**src/design/ncr_pkg.sv**
```systemverilog
// package: constants, field layout and state types of the command register block
package ncr_pkg;

    // register map: the command register sits at offset 0 of every page
    localparam logic [3:0] CMD_OFFSET   = 4'h0;

    // command register field positions
    localparam int         HALT_POS     = 0;
    localparam int         ACT_POS      = 1;
    localparam int         TXGO_POS     = 2;
    localparam int         RCMD_LSB     = 3;
    localparam int         RCMD_MSB     = 5;
    localparam int         PAGE_LSB     = 6;
    localparam int         PAGE_MSB     = 7;

    // values after reset
    localparam logic       HALT_RST     = 1'b1;
    localparam logic       ACT_RST      = 1'b0;
    localparam logic       TXGO_RST     = 1'b0;
    localparam logic [2:0] RCMD_RST     = 3'h4;
    localparam logic [1:0] PAGE_RST     = 2'h0;

    // remote command encodings
    localparam logic [2:0] RCMD_NONE    = 3'h0;
    localparam logic [2:0] RCMD_READ    = 3'h1;
    localparam logic [2:0] RCMD_WRITE   = 3'h2;
    localparam logic [2:0] RCMD_SEND    = 3'h3;
    localparam logic [2:0] RCMD_ABORT   = 3'h4;

    // page select encodings
    localparam logic [1:0] PAGE_0       = 2'h0;
    localparam logic [1:0] PAGE_1       = 2'h1;
    localparam logic [1:0] PAGE_2       = 2'h2;
    localparam logic [1:0] PAGE_RSVD    = 2'h3;

    // depth of every pin synchroniser
    localparam int         SYNC_STAGES  = 2;

    // run state of the controller, one-hot
    typedef enum logic [2:0] {
        NCR_RUN    = 3'b001,
        NCR_DRAIN  = 3'b010,
        NCR_HALTED = 3'b100
    } ncr_run_t;

endpackage

```
**src/design/ncr_rdma_if.sv**
```systemverilog
// interface: command decode to remote dma tracker signals
`timescale 1ns/1ns
interface ncr_rdma_if;
    logic       cmd_wr;        // one-cycle pulse: command register written
    logic [2:0] cmd_code;      // remote command field as written
    logic       cmd_txgo;      // transmit go bit as written
    logic       count_zero;    // remote byte count reached zero
    logic       count_loaded;  // remote byte count was reloaded
    logic       ack;           // synchronised read or write acknowledge edge
    logic       busy;          // remote dma active
    logic       done;          // pulse: remote dma finished or cut short
    logic       start;         // pulse: remote dma started
    logic       abort;         // pulse: remote dma aborted
    logic [2:0] mode;          // active remote command
    logic       port_request;  // port request level

    // command decode side
    modport ctrl (
        output cmd_wr, cmd_code, cmd_txgo, count_zero, count_loaded, ack,
        input  busy, done, start, abort, mode, port_request
    );

    // tracker side
    modport track (
        input  cmd_wr, cmd_code, cmd_txgo, count_zero, count_loaded, ack,
        output busy, done, start, abort, mode, port_request
    );
endinterface

```
**src/design/ncr_rdma_track.sv**
```systemverilog
// module: remote dma command tracker with port request handling
`timescale 1ns/1ns
module ncr_rdma_track (
    // clock and reset
    input wire logic clk_sys,
    input wire logic arst_n,
    // link to command decode
    ncr_rdma_if.track rd_if
);

    // all tracker state
    typedef struct packed {
        logic       busy;       // remote dma running
        logic [2:0] mode;       // running command
        logic       reloaded;   // count reloaded since start
        logic       port_req;   // port request level
        logic       done;       // completion pulse
        logic       start;      // start pulse
        logic       abort;      // abort pulse
    } ncr_trk_t;

    ncr_trk_t trk_reg;   // registered state
    ncr_trk_t trk_next;  // next state

    // next-state logic
    always_comb begin
        trk_next       = trk_reg;
        trk_next.done  = 1'b0;
        trk_next.start = 1'b0;
        trk_next.abort = 1'b0;
        // byte count exhausted ends the operation
        if (trk_reg.busy && rd_if.count_zero) begin
            trk_next.busy     = 1'b0;
            trk_next.port_req = 1'b0;
            trk_next.done     = 1'b1;
        end
        // acknowledge after an abort drops a stuck request
        if (!trk_reg.busy && rd_if.ack) begin
            trk_next.port_req = 1'b0;
        end
        if (rd_if.cmd_wr) begin
            if (rd_if.cmd_code[2]) begin
                // abort: busy drops, request stays up
                if (trk_reg.busy) begin
                    trk_next.busy  = 1'b0;
                    trk_next.abort = 1'b1;
                    trk_next.done  = 1'b1;
                end
            end else if (rd_if.cmd_code != ncr_pkg::RCMD_NONE) begin
                if (trk_reg.busy && rd_if.cmd_txgo && rd_if.cmd_code == trk_reg.mode) begin
                    // reissue with transmit: finish now unless count was reloaded
                    if (!trk_reg.reloaded) begin
                        trk_next.busy     = 1'b0;
                        trk_next.port_req = 1'b0;
                        trk_next.done     = 1'b1;
                    end
                end else if (!(trk_reg.busy && rd_if.cmd_code == trk_reg.mode)) begin
                    // fresh command
                    trk_next.busy     = 1'b1;
                    trk_next.mode     = rd_if.cmd_code;
                    trk_next.port_req = 1'b1;
                    trk_next.start    = 1'b1;
                    trk_next.reloaded = 1'b0;
                end
            end
        end
        // a reload in the same cycle as a start still counts
        if (rd_if.count_loaded) begin
            trk_next.reloaded = 1'b1;
        end
    end

    // state register
    always_ff @(posedge clk_sys or negedge arst_n) begin
        if (!arst_n) begin
            trk_reg <= '0;
        end else begin
            trk_reg <= trk_next;
        end
    end

    // outputs
    assign rd_if.busy         = trk_reg.busy;
    assign rd_if.mode         = trk_reg.mode;
    assign rd_if.port_request = trk_reg.port_req;
    assign rd_if.done         = trk_reg.done;
    assign rd_if.start        = trk_reg.start;
    assign rd_if.abort        = trk_reg.abort;

endmodule

```
**src/design/ncr_command.sv**
```systemverilog
// module: command register, run control, transmit go and page select
`timescale 1ns/1ns
module ncr_command (
    // clock and reset
    input  wire logic       clk_sys,
    input  wire logic       arst_n,
    // parallel register port pins
    input  wire logic       cs_n,
    input  wire logic       rd_n,
    input  wire logic       wr_n,
    input  wire logic [3:0] reg_addr,
    input  wire logic [7:0] data_in,
    output logic      [7:0] data_out,
    output logic            data_oe,
    // remote dma acknowledge pins
    input  wire logic       read_ack,
    input  wire logic       write_ack,
    output logic            port_request,
    // controller status, same clock
    input  wire logic       rx_busy,
    input  wire logic       tx_busy,
    input  wire logic       tx_done,
    input  wire logic       tx_abort,
    input  wire logic       rdma_count_zero,
    input  wire logic       rdma_count_loaded,
    // controller steering
    output logic            online,
    output logic            reset_done_set,
    output logic            tx_start,
    output logic      [1:0] page_sel,
    output logic      [3:0] page_reg_addr,
    output logic      [2:0] rdma_mode,
    output logic            rdma_busy,
    output logic            rdma_start,
    output logic            rdma_abort
);

    // all state of the decode
    typedef struct packed {
        logic [1:0]      cs_n_s;     // chip select synchroniser
        logic [1:0]      rd_n_s;     // read strobe synchroniser
        logic [1:0]      wr_n_s;     // write strobe synchroniser
        logic [1:0]      read_ack_s;     // read acknowledge synchroniser
        logic [1:0]      write_ack_s;     // write acknowledge synchroniser
        logic [3:0]      addr_s0;    // address first stage
        logic [3:0]      addr_s1;    // address second stage
        logic [7:0]      data_s0;    // data first stage
        logic [7:0]      data_s1;    // data second stage
        logic            wr_n_d;     // delayed write strobe for edge
        logic            cs_n_d;     // chip select matching the delayed strobe
        logic [3:0]      addr_d;     // address matching the delayed strobe
        logic [7:0]      data_d;     // data matching the delayed strobe
        logic            ack_d;      // previous combined acknowledge
        logic [1:0]      page;       // page select field
        logic [2:0]      rcmd;       // remote command field
        logic            txgo;       // transmit go bit
        logic            act;        // activate bit
        logic            halt;       // halt bit
        ncr_pkg::ncr_run_t run;      // run state
        logic [7:0]      dout;       // read data
        logic            doe;        // read data enable
        logic            tx_start;   // transmit start pulse
        logic            rst_done;   // reset done pulse
    } ncr_state_t;

    ncr_state_t st_reg;    // registered state
    ncr_state_t st_next;   // next state

    ncr_rdma_if rd_if ();  // link to the remote dma tracker

    logic       wr_take;   // write strobe released on the command register
    logic       rd_live;   // host is reading the command register
    logic [7:0] wdata;     // data of the write being taken
    logic [7:0] cmd_view;  // live command register image
    logic       ack_now;   // combined synchronised acknowledge

    // remote dma tracker
    ncr_rdma_track u_track (
        .clk_sys (clk_sys),
        .arst_n  (arst_n),
        .rd_if   (rd_if)
    );

    // strobe decode from second synchroniser stages and their delayed copies only
    always_comb begin
        wr_take = st_reg.wr_n_s[1] && !st_reg.wr_n_d && !st_reg.cs_n_d
                  && st_reg.addr_d == ncr_pkg::CMD_OFFSET;
        rd_live = !st_reg.cs_n_s[1] && !st_reg.rd_n_s[1]
                  && st_reg.addr_s1 == ncr_pkg::CMD_OFFSET;
        wdata   = st_reg.data_d;
        ack_now = st_reg.read_ack_s[1] || st_reg.write_ack_s[1];
    end

    // live image of the command register
    always_comb begin
        cmd_view                                       = 8'h00;
        cmd_view[ncr_pkg::PAGE_MSB:ncr_pkg::PAGE_LSB] = st_reg.page;
        cmd_view[ncr_pkg::RCMD_MSB:ncr_pkg::RCMD_LSB] = st_reg.rcmd;
        cmd_view[ncr_pkg::TXGO_POS]                   = st_reg.txgo;
        cmd_view[ncr_pkg::ACT_POS]                    = st_reg.act;
        cmd_view[ncr_pkg::HALT_POS]                   = st_reg.halt;
    end

    // commands handed to the tracker
    assign rd_if.cmd_wr       = wr_take;
    assign rd_if.cmd_code     = wdata[ncr_pkg::RCMD_MSB:ncr_pkg::RCMD_LSB];
    assign rd_if.cmd_txgo     = wdata[ncr_pkg::TXGO_POS];
    assign rd_if.count_zero   = rdma_count_zero;
    assign rd_if.count_loaded = rdma_count_loaded;
    assign rd_if.ack          = ack_now && !st_reg.ack_d;

    // next-state logic
    always_comb begin
        st_next          = st_reg;
        st_next.tx_start = 1'b0;
        st_next.rst_done = 1'b0;

        // pin synchronisers: first stage feeds only the second
        st_next.cs_n_s  = {st_reg.cs_n_s[0], cs_n};
        st_next.rd_n_s  = {st_reg.rd_n_s[0], rd_n};
        st_next.wr_n_s  = {st_reg.wr_n_s[0], wr_n};
        st_next.read_ack_s  = {st_reg.read_ack_s[0], read_ack};
        st_next.write_ack_s  = {st_reg.write_ack_s[0], write_ack};
        st_next.addr_s0 = reg_addr;
        st_next.addr_s1 = st_reg.addr_s0;
        st_next.data_s0 = data_in;
        st_next.data_s1 = st_reg.data_s0;
        st_next.wr_n_d  = st_reg.wr_n_s[1];
        st_next.cs_n_d  = st_reg.cs_n_s[1];
        st_next.addr_d  = st_reg.addr_s1;
        st_next.data_d  = st_reg.data_s1;
        st_next.ack_d   = ack_now;

        // remote dma end shows as the abort/complete code
        if (rd_if.done) begin
            st_next.rcmd = ncr_pkg::RCMD_ABORT;
        end

        // transmission finished or aborted clears transmit go
        if (tx_done || tx_abort) begin
            st_next.txgo = 1'b0;
        end

        // command register write
        if (wr_take) begin
            st_next.page = wdata[ncr_pkg::PAGE_MSB:ncr_pkg::PAGE_LSB];
            st_next.halt = wdata[ncr_pkg::HALT_POS];
            // activate stays set when halting a running controller
            st_next.act  = wdata[ncr_pkg::ACT_POS]
                           || (wdata[ncr_pkg::HALT_POS] && st_reg.act);
            // the all-zero remote code is not a command; it keeps the field
            if (wdata[ncr_pkg::RCMD_MSB:ncr_pkg::RCMD_LSB] != ncr_pkg::RCMD_NONE) begin
                st_next.rcmd = wdata[ncr_pkg::RCMD_MSB:ncr_pkg::RCMD_LSB];
            end
            // one starts a send while running; zero leaves it alone
            if (wdata[ncr_pkg::TXGO_POS] && st_reg.run == ncr_pkg::NCR_RUN
                && !wdata[ncr_pkg::HALT_POS]) begin
                st_next.txgo = 1'b1;
                if (!st_reg.txgo) begin
                    st_next.tx_start = 1'b1;
                end
            end
        end

        // run control
        case (st_reg.run)
            ncr_pkg::NCR_RUN: begin
                // halt request: stop taking new frames, drain current ones
                if (wr_take && wdata[ncr_pkg::HALT_POS]) begin
                    st_next.run = ncr_pkg::NCR_DRAIN;
                end
            end
            ncr_pkg::NCR_DRAIN: begin
                // frames in flight complete before the reset state
                if (!rx_busy && !tx_busy) begin
                    st_next.run      = ncr_pkg::NCR_HALTED;
                    st_next.rst_done = 1'b1;
                end
            end
            ncr_pkg::NCR_HALTED: begin
                // restart needs halt clear and activate set together
                if (wr_take && !wdata[ncr_pkg::HALT_POS] && wdata[ncr_pkg::ACT_POS]) begin
                    st_next.run = ncr_pkg::NCR_RUN;
                end
            end
            default: begin
                st_next.run = ncr_pkg::NCR_HALTED;
            end
        endcase

        // read data: command register on any page, other offsets left to other blocks
        st_next.doe  = rd_live;
        st_next.dout = rd_live ? cmd_view : 8'h00;
    end

    // state register; power-up leaves the controller halted
    always_ff @(posedge clk_sys or negedge arst_n) begin
        if (!arst_n) begin
            st_reg          <= '0;
            st_reg.cs_n_s   <= 2'h3;
            st_reg.rd_n_s   <= 2'h3;
            st_reg.wr_n_s   <= 2'h3;
            st_reg.wr_n_d   <= 1'b1;
            st_reg.cs_n_d   <= 1'b1;
            st_reg.page     <= ncr_pkg::PAGE_RST;
            st_reg.rcmd     <= ncr_pkg::RCMD_RST;
            st_reg.txgo     <= ncr_pkg::TXGO_RST;
            st_reg.act      <= ncr_pkg::ACT_RST;
            st_reg.halt     <= ncr_pkg::HALT_RST;
            st_reg.run      <= ncr_pkg::NCR_HALTED;
        end else begin
            st_reg <= st_next;
        end
    end

    // outputs
    assign data_out       = st_reg.dout;
    assign data_oe        = st_reg.doe;
    assign online         = st_reg.run == ncr_pkg::NCR_RUN;
    assign reset_done_set = st_reg.rst_done;
    assign tx_start       = st_reg.tx_start;
    assign page_sel       = st_reg.page;
    assign page_reg_addr  = st_reg.addr_s1;
    assign port_request   = rd_if.port_request;
    assign rdma_mode      = rd_if.mode;
    assign rdma_busy      = rd_if.busy;
    assign rdma_start     = rd_if.start;
    assign rdma_abort     = rd_if.abort;

endmodule

```
**config.mk**
```make
export PLATFORM = sky130hd
export DESIGN_NAME = ncr_command
export DESIGN_NICKNAME = d
export VERILOG_FILES = /design/src/design/ncr_pkg.sv /design/src/design/ncr_rdma_if.sv /design/src/design/ncr_rdma_track.sv /design/src/design/ncr_command.sv
export SDC_FILE = /design/constraint.sdc
export NUM_CORES = 1
export LEC_CHECK = 0
export ABC_AREA = 1
export BUFFER_PORTS_ARGS = -buffer_cell sky130_fd_sc_hd__clkbuf_2
export CAP_MARGIN = 20
export CORE_ASPECT_RATIO = 1.75
export CORE_MARGIN = 2
export CORE_UTILIZATION = 55
export DETAILED_ROUTE_END_ITERATION = 16
export PLACE_DENSITY = 0.82
export SETUP_SLACK_MARGIN = 0.3
export SLEW_MARGIN = 20
export SYNTH_ARGS = -nofsm -noshare
export SYNTH_HDL_FRONTEND = slang
export SYNTH_SLANG_ARGS = --single-unit
export TNS_END_PERCENT = 10
```
**constraint.sdc**
```tcl
create_clock -name clk_sys -period 2.3 [get_ports clk_sys]
set_clock_uncertainty 0.2 [all_clocks]
set_input_delay 0.115 -clock clk_sys [delete_from_list [all_inputs] [get_ports clk_sys]]
set_output_delay 0.115 -clock clk_sys [all_outputs]
set_load 0.005 [all_outputs]
```
==> results_dict.tcl <==
set metrics [dict create \
    grt_pass1_wl_um 7650 \
    pre_cts_slack_ns 0.574 \
    postCtsHoldBufs 25 \
    finalSetupViolCount 0 \
    post_cts_buffers 0 \
    critPathRequiredTime_ns 2.33 \
    ys_seq_area_share_pct 72.9 \
    post_route_cells_drive_above_1_share_pct 30.6 \
    track_usage_pct 18.8 \
    ys_warn_count 0 \
    critPathMaxFanout 7 \
    dieArea_um2 5570 \
    nFillCells 346 \
    rows 34 \
    tritoncts "yes" \
    synth.net_count 248 \
    fmax_ghz 0.570 \
    ioPinCount 50 \
    fp.dieW_um 57.3 \
    grt.overflow.total 0 \
    p_leak_uw 0.00170 \
    clk_latency_ns 0.34 \
    synth-seq-cells 79 \
    powerDensity_nw_per_um2 804 \
    globalplace.congestion 0.849 \
    min_path_type "primary input to async pin" \
    die_h_um 97.2 \
    viasPerCell 4.77 \
    num_vias 1676 \
    dpl.hpwl_um 3140 \
    fin_crit_ns 1.75 \
    grt_max_degree 47 \
    syn-cell-area_um2 2730 \
    drt-initial-drc-count 16 \
    detail_route.first_pass.iterations 4 \
    peakVddDrop_v 0.000752 \
    drc 0 \
    area_growth_pct 22.4 \
    grt_setup_unrepaired "false" \
    worstSetupPathType "flip-flop to flip-flop" \
    maxSlewViolCount 0 \
    ctsResizeCount 0 \
    grt_pass1_vias 1727 \
    drtAntennaViolNets 0 \
    drt-total-wl_um 4480 \
    setup_slack_ns 0.547 \
    min_period_over_period_pct 76.2 \
    critical_path.startpoint_type "flip-flop" \
    diodes 0 \
    finalHoldViolCount 0 \
    port_buffers 48 \
    core_area_um2 4890 \
    wl_per_cell_um 12.8 \
    setup_tns_ns 0 \
    total_power_uw 2690 \
    outcome "complete, no violations" \
    ys_types 28 \
    nets 317 \
    antenna_found_initial 0 \
    critPathCaptureType "flip-flop" \
    max_cap_viol_count 0 \
    clockRootBuffer "clkbuf_8" \
    cts_buffer_depth 2 \
    largest_register_ffs 27 \
    slew_headroom_pct 63.2 \
    syn_area_per_cell_um2 12.2 \
    cts_buffers 9 \
    initial_core_util_pct 55.8 \
    syn_inst 223 \
    cts_sinks 79 \
    arrival_ns 1.78 \
    max_slew.worst_pin.slew_ns 0.550 \
    clkTransAtPathRegs_ns 0.08 \
    htreeDepth 3 \
]
[power breakdown]
part	internal [uW]	switching, uW	leakage [uW]
logic	124	160	0.000662
clock network	392	464	0.0000755
registers	1490	54.4	0.000959
total	2010	679	0.00170
[Yosys cell counts]
| library cell | instances | share of area [%] |
|---|---|---|
| dfrtp_1 | 68 | 62 |
| nand2_1 | 32 | 4.4 |
| inv_1 | 29 | 4.0 |
| nor2_1 | 22 | 3.0 |
| buf_4 | 17 | 4.7 |
| dfstp_2 | 11 | 11 |
| nand3_1 | 8 | 1.5 |
| a21oi_1 | 5 | 0.92 |
| o21ai_0 | 5 | 0.92 |
| nand3_2 | 3 | 1.1 |
| inv_2 | 2 | 0.28 |
| nor2_2 | 2 | 0.46 |
| nor2_4 | 2 | 0.82 |
| o21ai_1 | 2 | 0.37 |
| o22ai_1 | 2 | 0.46 |
| buf_6 | 1 | 0.41 |
| conb_1 | 1 | 0.14 |
| inv_6 | 1 | 0.32 |
| nand2_2 | 1 | 0.23 |
| nand3b_1 | 1 | 0.28 |
| nand3b_4 | 1 | 0.73 |
| nor3_1 | 1 | 0.18 |
| nor3_2 | 1 | 0.37 |
| nor3b_1 | 1 | 0.28 |
| o211ai_2 | 1 | 0.46 |
| o31ai_1 | 1 | 0.28 |
| or2_2 | 1 | 0.23 |
| xor2_1 | 1 | 0.32 |
[final cells by class]
cell class / count / area (um2) / share of cell area (%)
Inverter: 32 / 125 / 3.74
Multi-Input combinational cell: 94 / 475 / 14.2
Sequential cell: 79 / 1990 / 59.6
Timing Repair Buffer: 76 / 515 / 15.4
Clock inverter: 5 / 36.3 / 1.09
Tap cell: 54 / 67.6 / 2.02
Clock buffer: 11 / 131 / 3.93
[layer usage]
| metal | global-route usage [%] | part of all wire, % | wire length, um | vias to the layer above |
|---|---|---|---|---|
| li1 | - | - | - | 800 |
| met1 | 19.6 | 34 | 1540 | 811 |
| met2 | 31.7 | 58 | 2580 | 51 |
| met3 | 5.33 | 3.8 | 172 | 14 |
| met4 | 12.5 | 4.2 | 190 | 0 |
| met5 | 0 | 0 | 0 | - |
[worst max-delay path: stages (launching register included)]
cell and delay (ns):
dfstp_2 0.55, nand3_2 0.09, nor2_2 0.26, nand2_1 0.15
inv_1 0.10, nand3_2 0.14, nand2_1 0.09, nand2_1 0.06
[stage by stage]
step	hold WS (ns)	instances	util [%]	cell area (um2)
floorplan	-0.381	223	-	2730
global placement	-0.0668	310	59.8	2920
detailed placement	-0.0658	310	59.8	2920
CTS	0.106	351	68.3	3340
global route	0.160	351	68.3	3340
finish	0.123	351	68.3	3340
[logic make-up (layout without fill, tap and decap cells)]
kind of cell,Yosys count,count (layout),share of synthesized area [%]
buffers and inverters,50,124,9.67
and+or+nand+nor,76,76,13.6
DFF,79,79,72.9
xor gates and xnor gates,1,1,0.321
other,1,1,0.137
AOI/OAI and AO/OA,16,16,3.39
[path summary, 6_finish.rpt]
| check | start | end | slack [ns] | cells after the start |
|---|---|---|---|---|
| hold reg to reg | st_next[40] | st_next[26] | 0.15 | 0 |
| max in group asynchronous | arst_n | cmd_view[0] | 1.06 | 3 |
| hold / removal | arst_n | st_reg[32] | 0.12 | 2 |
| setup / recovery | st_next[36] | u_track.rd_if.mode[1] | 0.55 | 7 |
| setup reg to reg | st_next[36] | u_track.rd_if.mode[1] | 0.55 | 7 |
| min in group clk_sys | st_next[40] | st_next[26] | 0.15 | 0 |
[placed cells by master (no fill, tap or decap), types with 4 or more instances in the layout]
master,synthesis,final
dfstp_2,11,11
nand3_1,8,8
inv_1,29,29
clkbuf_8,0,9
nand2_1,32,32
dfrtp_1,68,68
clkbuf_2,0,47
nor2_1,22,22
a21oi_1,5,5
o21ai_0,5,5
buf_4,17,4
dlygate4sd3_1,0,25
Note: power is estimated with default switching activity, not from simulation.
